==> config.mk <==
export PLATFORM = sky130hd
export DESIGN_NAME = tvp_irq_ctrl
export DESIGN_NICKNAME = d
export VERILOG_FILES = /design/src/tvp_pkg.sv /design/src/tvp_event_detect.sv /design/src/tvp_irq_ctrl.sv /design/src/tvp_vec_pick.sv
export SDC_FILE = /design/constraint.sdc
export NUM_CORES = 1
export LEC_CHECK = 0
export BUFFER_PORTS_ARGS = -buffer_cell sky130_fd_sc_hd__buf_2
export CORE_MARGIN = 3
export CORE_UTILIZATION = 35
export CTS_CLUSTER_DIAMETER = 40
export DETAILED_ROUTE_END_ITERATION = 10
export GPL_TIMING_DRIVEN = 0
export PLACE_DENSITY = 0.63
export SYNTH_ARGS = -nofsm -noshare
export SYNTH_HDL_FRONTEND = slang
export SYNTH_SLANG_ARGS = --single-unit
export TNS_END_PERCENT = 30
==> constraint.sdc <==
create_clock -name clk -period 3.5 [get_ports clk]
set_clock_uncertainty 0.1 [all_clocks]
set_input_delay 0.7 -clock clk [delete_from_list [all_inputs] [get_ports clk]]
set_output_delay 0.7 -clock clk [all_outputs]
set_load 0.02 [all_outputs]
==> src/tvp_pkg.sv <==
// Shared constants for timer 0 interrupt flags and vector placement
package tvp_pkg;
    // Register byte offsets
    localparam logic [7:0] OFS_FLAGS = 8'h00;
    localparam logic [7:0] OFS_ENABLE = 8'h04;
    localparam logic [7:0] OFS_CMP_A = 8'h08;
    localparam logic [7:0] OFS_CMP_B = 8'h0C;
    localparam logic [7:0] OFS_MCU_CTRL = 8'h10;
    localparam logic [7:0] OFS_STATUS = 8'h14;
    // Flag, enable and vector-select bit positions
    localparam int BIT_OVF = 0;
    localparam int BIT_CMPA = 1;
    localparam int BIT_CMPB = 2;
    localparam int BIT_VSEL = 0;
    localparam int NFLAGS = 3;
    // Reset values
    localparam logic [7:0] RST_BYTE = 8'h00;
    localparam logic [15:0] RESET_VEC_ADDR = 16'h0000;
    // Vector numbering: vector 1 is reset, vector n sits at 2*(n-1)
    localparam logic [4:0] VEC_RESET = 5'h01;
    localparam logic [4:0] VEC_FIRST_IRQ = 5'h02;
    localparam logic [4:0] VEC_T0_CMPA = 5'h11;
    localparam logic [4:0] VEC_T0_CMPB = 5'h12;
    localparam logic [4:0] VEC_T0_OVF = 5'h13;
    localparam logic [4:0] VEC_NONE = 5'h00;
    localparam int NVEC = 32;
    // Counter extremes
    localparam logic [7:0] CNT_MAX = 8'hFF;
    localparam logic [7:0] CNT_BOTTOM = 8'h00;
    // Waveform generation modes
    localparam logic [2:0] WGM_NORMAL = 3'h0;
    localparam logic [2:0] WGM_PC_FULL = 3'h1;
    localparam logic [2:0] WGM_CTC = 3'h2;
    localparam logic [2:0] WGM_FAST_FULL = 3'h3;
    localparam logic [2:0] WGM_PC_TOPA = 3'h5;
    localparam logic [2:0] WGM_FAST_TOPA = 3'h7;
    // Boot-reset fuse encoding
    localparam logic FUSE_PROGRAMMED = 1'b0;
endpackage

==> src/tvp_event_detect.sv <==
// Timer 0 compare-match and overflow event detection
`timescale 1ns/10ps
module tvp_event_detect
(
    // Timer state
    input wire logic countTick,
    input wire logic [7:0] timerCount,
    input wire logic [2:0] waveformModeBits,
    // Compare values
    input wire logic [7:0] cmpAValue,
    input wire logic [7:0] cmpBValue,
    // Events
    output logic cmpAEvent,
    output logic cmpBEvent,
    output logic ovfEvent
);
    import tvp_pkg::*;

    wire logic atMax = (timerCount == CNT_MAX);
    wire logic atBottom = (timerCount == CNT_BOTTOM);
    wire logic atTopA = (timerCount == cmpAValue);
    logic ovfPoint;

    assign cmpAEvent = countTick && atTopA;
    assign cmpBEvent = countTick && (timerCount == cmpBValue);

    // Overflow point follows the counting mode
    always_comb
    begin
        unique case (waveformModeBits)
            WGM_PC_FULL, WGM_PC_TOPA: ovfPoint = atBottom;
            WGM_FAST_TOPA: ovfPoint = atTopA;
            default: ovfPoint = atMax;
        endcase
    end

    assign ovfEvent = countTick && ovfPoint;
endmodule

==> src/tvp_irq_ctrl.sv <==
// Timer 0 interrupt flags, request gating and vector placement
//
// Contract
// - Compare-B match sets flag bit 2.
// - Compare-B flag cleared by vector or write-one.
// - Compare-B request needs global, enable and flag.
// - Compare-A match sets flag bit 1.
// - Compare-A flag cleared by vector or write-one.
// - Compare-A request needs global, enable and flag.
// - Timer overflow sets flag bit 0.
// - Overflow flag cleared by vector or write-one.
// - Overflow request needs global, enable and flag.
// - Overflow point follows waveform mode.
// - Vector-select moves vectors to boot section.
// - Programmed fuse starts at boot loader address.
// - Fuse one is unprogrammed, zero programmed.
// - Reset at 0 or boot; vectors from 2.
// - Vectors 28 to 31 at 0x36 to 0x3C.
//
// Register access over Avalon-MM and the register offsets are this design's own decisions.
`timescale 1ns/10ps
module tvp_irq_ctrl
#(
    parameter logic [15:0] BOOT_RESET_ADDR = 16'h3800
)
(
    // Clock and reset
    input wire logic clk,
    input wire logic arst_n,
    // Avalon-MM slave
    input wire logic [7:0] avsAddress,
    input wire logic avsRead,
    input wire logic avsWrite,
    input wire logic [3:0] avsByteenable,
    input wire logic [31:0] avsWritedata,
    output logic [31:0] avsReaddata,
    output logic avsWaitrequest,
    // Timer 0 state
    input wire logic countTick,
    input wire logic [7:0] timerCount,
    input wire logic [2:0] waveformModeBits,
    // Processor core
    input wire logic globalIrqEnable,
    input wire logic bootResetFuse,
    input wire logic [31:0] otherIrqPending,
    input wire logic vecTaken,
    input wire logic [4:0] vecTakenNum,
    output logic irqRequest,
    output logic [4:0] irqVecNum,
    output logic [15:0] irqVecAddr,
    output logic [15:0] resetAddr
);
    import tvp_pkg::*;

    // ==========================================================
    // State
    // ==========================================================
    logic [NFLAGS-1:0] flags_reg, flags_next;
    logic [NFLAGS-1:0] irqEnable_reg;
    logic [7:0] cmpAValue_reg;
    logic [7:0] cmpBValue_reg;
    logic vectorSelect_reg;
    logic ack_reg;
    logic [31:0] readdata_reg;
    logic fuseSeen_reg;
    logic [15:0] resetAddr_reg;
    logic irqRequest_reg;
    logic [4:0] irqVecNum_reg;
    logic [15:0] irqVecAddr_reg;

    // ==========================================================
    // Bus decode
    // ==========================================================
    wire logic busReq = avsRead || avsWrite;
    wire logic lowLane = avsByteenable[0];
    wire logic wrCommit = avsWrite && ack_reg && lowLane;
    wire logic selFlags = (avsAddress == OFS_FLAGS);
    wire logic selEnable = (avsAddress == OFS_ENABLE);
    wire logic selCmpA = (avsAddress == OFS_CMP_A);
    wire logic selCmpB = (avsAddress == OFS_CMP_B);
    wire logic selMcu = (avsAddress == OFS_MCU_CTRL);
    wire logic selStatus = (avsAddress == OFS_STATUS);
    wire logic [7:0] wrByte = avsWritedata[7:0];
    wire logic rdCapture = avsRead && !ack_reg;
    wire logic wrFlags = wrCommit && selFlags;
    wire logic wrEnable = wrCommit && selEnable;
    wire logic wrCmpA = wrCommit && selCmpA;
    wire logic wrCmpB = wrCommit && selCmpB;
    wire logic wrMcu = wrCommit && selMcu;

    // One wait state on every access
    assign avsWaitrequest = busReq && !ack_reg;
    assign avsReaddata = readdata_reg;

    // ==========================================================
    // Events
    // ==========================================================
    logic cmpAEvent, cmpBEvent, ovfEvent;

    tvp_event_detect tvp_event_detect_inst
    (
        .countTick(countTick),
        .timerCount(timerCount),
        .waveformModeBits(waveformModeBits),
        .cmpAValue(cmpAValue_reg),
        .cmpBValue(cmpBValue_reg),
        .cmpAEvent(cmpAEvent),
        .cmpBEvent(cmpBEvent),
        .ovfEvent(ovfEvent)
    );

    // ==========================================================
    // Flag set and clear
    // ==========================================================
    logic [NFLAGS-1:0] setVec, swClr, hwClr;

    // Vector whose execution clears each flag
    function automatic logic [4:0] flagVec(input int flagBit);
        logic [4:0] num;
        num = VEC_NONE;
        if (flagBit == BIT_OVF)
            num = VEC_T0_OVF;
        else if (flagBit == BIT_CMPA)
            num = VEC_T0_CMPA;
        else if (flagBit == BIT_CMPB)
            num = VEC_T0_CMPB;
        return num;
    endfunction

    assign setVec[BIT_OVF] = ovfEvent;
    assign setVec[BIT_CMPA] = cmpAEvent;
    assign setVec[BIT_CMPB] = cmpBEvent;
    assign swClr = wrFlags ? wrByte[NFLAGS-1:0] : '0;

    genvar g;
    generate
        for (g = 0; g < NFLAGS; g++)
        begin : g_hwclr
            wire logic vecHit = (vecTakenNum == flagVec(g));
            assign hwClr[g] = vecTaken && vecHit;
        end
    endgenerate

    // A set in the clearing cycle wins
    wire logic [NFLAGS-1:0] clrVec = swClr | hwClr;
    assign flags_next = (flags_reg & ~clrVec) | setVec;

    // ==========================================================
    // Request gating and vector selection
    // ==========================================================
    wire logic [NFLAGS-1:0] t0Req = flags_reg & irqEnable_reg
                                    & {NFLAGS{globalIrqEnable}};
    logic [31:0] pendingVec;
    logic anyPending;
    logic [4:0] pickNum;
    logic [15:0] pickAddr;

    always_comb
    begin
        pendingVec = otherIrqPending & {NVEC{globalIrqEnable}};
        pendingVec[VEC_RESET] = 1'b0;
        for (int i = 0; i < NFLAGS; i++)
        begin
            pendingVec[flagVec(i)] = t0Req[i];
        end
    end

    tvp_vec_pick tvp_vec_pick_inst
    (
        .pendingVec(pendingVec),
        .vectorSelect(vectorSelect_reg),
        .bootResetAddr(BOOT_RESET_ADDR),
        .anyPending(anyPending),
        .pickNum(pickNum),
        .pickAddr(pickAddr)
    );

    assign irqRequest = irqRequest_reg;
    assign irqVecNum = irqVecNum_reg;
    assign irqVecAddr = irqVecAddr_reg;
    assign resetAddr = resetAddr_reg;

    // ==========================================================
    // Read mux
    // ==========================================================
    logic [31:0] readMux;

    always_comb
    begin
        readMux = '0;
        if (selFlags)
            readMux[NFLAGS-1:0] = flags_reg;
        else if (selEnable)
            readMux[NFLAGS-1:0] = irqEnable_reg;
        else if (selCmpA)
            readMux[7:0] = cmpAValue_reg;
        else if (selCmpB)
            readMux[7:0] = cmpBValue_reg;
        else if (selMcu)
            readMux[BIT_VSEL] = vectorSelect_reg;
        else if (selStatus)
            readMux[4:0] = irqVecNum_reg;
    end

    // ==========================================================
    // Bus handshake
    // ==========================================================
    always_ff @(posedge clk or negedge arst_n)
    begin
        if (!arst_n)
        begin
            ack_reg <= 1'b0;
            readdata_reg <= '0;
        end
        else
        begin
            ack_reg <= busReq && !ack_reg;
            if (rdCapture)
                readdata_reg <= readMux;
        end
    end

    // ==========================================================
    // Software registers
    // ==========================================================
    always_ff @(posedge clk or negedge arst_n)
    begin
        if (!arst_n)
            irqEnable_reg <= '0;
        else if (wrEnable)
            irqEnable_reg <= wrByte[NFLAGS-1:0];
    end

    always_ff @(posedge clk or negedge arst_n)
    begin
        if (!arst_n)
            cmpAValue_reg <= RST_BYTE;
        else if (wrCmpA)
            cmpAValue_reg <= wrByte;
    end

    always_ff @(posedge clk or negedge arst_n)
    begin
        if (!arst_n)
            cmpBValue_reg <= RST_BYTE;
        else if (wrCmpB)
            cmpBValue_reg <= wrByte;
    end

    always_ff @(posedge clk or negedge arst_n)
    begin
        if (!arst_n)
            vectorSelect_reg <= 1'b0;
        else if (wrMcu)
            vectorSelect_reg <= wrByte[BIT_VSEL];
    end

    // ==========================================================
    // Flags and core outputs
    // ==========================================================
    always_ff @(posedge clk or negedge arst_n)
    begin
        if (!arst_n)
            flags_reg <= '0;
        else
            flags_reg <= flags_next;
    end

    always_ff @(posedge clk or negedge arst_n)
    begin
        if (!arst_n)
        begin
            irqRequest_reg <= 1'b0;
            irqVecNum_reg <= VEC_NONE;
            irqVecAddr_reg <= RESET_VEC_ADDR;
        end
        else
        begin
            irqRequest_reg <= anyPending;
            irqVecNum_reg <= pickNum;
            irqVecAddr_reg <= pickAddr;
        end
    end

    // ==========================================================
    // Reset address from fuse, caught after reset release
    // ==========================================================
    always_ff @(posedge clk or negedge arst_n)
    begin
        if (!arst_n)
        begin
            fuseSeen_reg <= 1'b0;
            resetAddr_reg <= RESET_VEC_ADDR;
        end
        else if (!fuseSeen_reg)
        begin
            fuseSeen_reg <= 1'b1;
            if (bootResetFuse == FUSE_PROGRAMMED)
                resetAddr_reg <= BOOT_RESET_ADDR;
            else
                resetAddr_reg <= RESET_VEC_ADDR;
        end
    end
endmodule

==> src/tvp_vec_pick.sv <==
// Lowest-address pending vector selection and address forming
`timescale 1ns/10ps
module tvp_vec_pick
(
    // Requests, bit n is vector n
    input wire logic [31:0] pendingVec,
    // Placement
    input wire logic vectorSelect,
    input wire logic [15:0] bootResetAddr,
    // Result
    output logic anyPending,
    output logic [4:0] pickNum,
    output logic [15:0] pickAddr
);
    import tvp_pkg::*;

    logic [4:0] found;
    wire logic [15:0] vecBase = vectorSelect ? bootResetAddr
                                             : RESET_VEC_ADDR;

    // Lowest vector number wins
    always_comb
    begin
        found = VEC_NONE;
        for (int i = NVEC - 1; i >= int'(VEC_FIRST_IRQ); i--)
        begin
            if (pendingVec[i])
            begin
                found = 5'(i);
            end
        end
    end

    assign anyPending = (found != VEC_NONE);
    assign pickNum = found;
    // Vector n at base + 2*(n-1), so 28..31 land at 0x36..0x3C
    wire logic [4:0] slotNum = found - VEC_RESET;
    assign pickAddr = vecBase + {10'h000, slotNum, 1'b0};
endmodule
==> run metrics <==
root buf cell=clkbuf_8; Initial Util=0.369; adder-cell share of the synthesized area=0.00405; Min-Delay Path Class=flip-flop to flip-flop; ant diodes=0; std cell rows=33; Net Switching=0.373 mW; Core ar.=8380 sq um; commonest non-fill, non-tap cells in the layout=buf_2, buf_4, conb_1, dfrtp_1, mux2_2; Final Setup Violations=0; register bit count reported by yosys=46; Synth Area in Compound Gates=0.177; clock buffer depth=2; sequential power share=0.448; proportion of layout cells with a drive suffix above 1=0.417; RSZ-0062 raised after global routing=false; largest family of logic cells by synthesized area=compound AO/OA/AOI/OAI gates; standby leakage power=2.03 nW; ys async rst share=1.00; MaxCap Viol Count=0; Die Ht=100 um; Crit. End Element=flip-flop; Syn Area/Cell=9.78 sq um; Area growth syn-to-layout=27.9%; GRT Overall Usage=0.143; pwr dens=321 nW/um^2; post-CTS setup buffer count=0; post-synth cell types=64; slowest CP cell=a2111oi_0; commonest non-fill, non-tap cell in the layout=buf_2; drt pass-1 iters=4; DR vias/cell=4.72; Syn Inst Count=316; fin util=0.472; wire per inst=13.2 um; largest net degree at the start of global routing=47; Fin. Hold Viols=0; GRT overflow=0; first-pass GRT wire length=11600 um; Sw Share=0.294; Post-DP HPWL=6220 um; CTS buffer count=5; Worst Max-Slew Pin Slew=999 ps; crit path kind=primary input to flip-flop; Via Count=2664; final layout net count=560; critical-path cell list=buf_2 > nor4_1 > o21ai_0 > a2111oi_0 > o21ai_1 > ha_1 > and3_1 > a211oi_2; Ys Warns=0; fill cell count=819; post-route setup TNS=0 ps; IO Pins=171; Final Cycle Share=0.686; CTS tree=yes; final worst slack=1100 ps; clk sinks=46; status=finished clean; CP max FO=3; minimum clock period after layout=2400 ps; synthesized cell area=3090 sq um; die area=9990 sq um; global placement routability congestion=0.883; fmax=416 MHz; critical path required time=3610 ps; vias in the first global route=2443; top_reg_cell synth=dfrtp_1; Placed Area=3850 sq um; Placed Cells=557; Critical Path AT=2510 ps; CP top delay family=compound AO/OA/AOI/OAI gates; CP Launch Type=primary input; cells resized by post-CTS repair=0; EDFF count, synth=0; Worst VDD drop=0.000158 V; post-route cell area=3950 sq um; Worst Path Buf+Inv=1; Post-CTS Hold Buffers=0; Clock transition at path regs=80 ps; Clock Latency Late Sink=300 ps; port bufs=92; drt total wl=7490 um; DRC errors left=0; H-tree levels=2; Clk pwr share=0.306; CP max stage delay=510 ps; P_int=0.895 mW; Comb pwr share=0.246; Routed Antenna Nets=0; Synth Area in XOR/XNOR=0.0510; Final Max Slew Viols=0; headroom to the max-slew limit=0.334; antenna violations before repair=0; non-filler cells, final=565; initial DRC count=81; mux cell area share after synthesis=0.0972; sequential element share of the synthesized area=0.372; Setup Slack @ Placement=832 ps; simple-gate share of the synthesized area=0.147; die extent in x=100 um
-- per-stage QoR --
step                hold slack, ps  power [mW]
detailed placement             298       0.890
floorplan                      263       0.777
finish                         323        1.27
global placement               301       0.888
global route                   356        1.33
CTS                            325        1.28
-- path summary, 6_finish.rpt --
path	cells past startpoint	slack (ps)	startpoint	to
worst min-delay path	0	320	vectorSelect_reg	irqVecAddr[12]
worst max register to register	7	1340	flags_reg[2]	irqVecAddr[5]
worst min register to register	0	320	vectorSelect_reg	irqVecAddr[12]
worst max-delay path	8	1100	otherIrqPending[29]	irqVecAddr[5]
max in group asynchronous	1	2210	arst_n	irqVecAddr[1]
min in group asynchronous	1	460	arst_n	avsReaddata[5]
-- power groups by stage --
stage               combinational [mW]  sequential, mW  clock (mW)
finish                           0.312           0.568       0.388
CTS                              0.312           0.568       0.398
detailed placement               0.311           0.579           0
global placement                 0.309           0.579           0
global route                     0.341           0.571       0.419
floorplan                        0.182           0.595           0
-- cell type report --
type / count / area, sq um / area share
multi-input combinational: 244 / 1650 / 0.416
sequential: 46 / 1150 / 0.291
timing repair buffer: 92 / 460 / 0.116
buffer: 54 / 399 / 0.101
tap: 105 / 131 / 0.0332
clock buffer: 7 / 76.3 / 0.0193
inverter: 16 / 60.1 / 0.0152
clock inverter: 1 / 30.0 / 0.00759
-- metal layers --
metal | GRT usage | up-vias | part of all wire
li1 | - | 1340 | -
met1 | 0.198 | 1205 | 0.45
met2 | 0.229 | 109 | 0.45
met3 | 0.0243 | 10 | 0.084
met4 | 0.0431 | 0 | 0.015
met5 | 0 | - | 0
-- synth_stat cells, types with 6 or more instances --
cell / instances / area, sq um
nor2_1: 14 / 52.6
nor3_1: 7 / 35.0
mux2_2: 22 / 248
xnor2_1: 11 / 96.3
inv_1: 15 / 56.3
o21ai_0: 18 / 90.1
nand2_1: 19 / 71.3
o31ai_1: 8 / 60.1
nand4_1: 6 / 37.5
xor2_1: 7 / 61.3
buf_4: 49 / 368
a21oi_1: 12 / 60.1
dfrtp_1: 46 / 1150
o21ai_1: 6 / 30.0
-- worst register-to-register path, delay by kind of cell (launching register included) --
kind            cells  cell delay, ps
simple gates        1             170
fa+ha+maj           1             250
compound gates      5            1150
flops               1             410
-- cell families after synthesis --
logic type                 count (synthesis)
adders and majority gates                  1
xor gates and xnor gates                  18
AOI/OAI and AO/OA                         76
DFF                                       46
buffers and inverters                     70
muxes                                     26
and+or+nand+nor                           77
other                                      2
No activity file was read; power rests on OpenSTA's default activity.
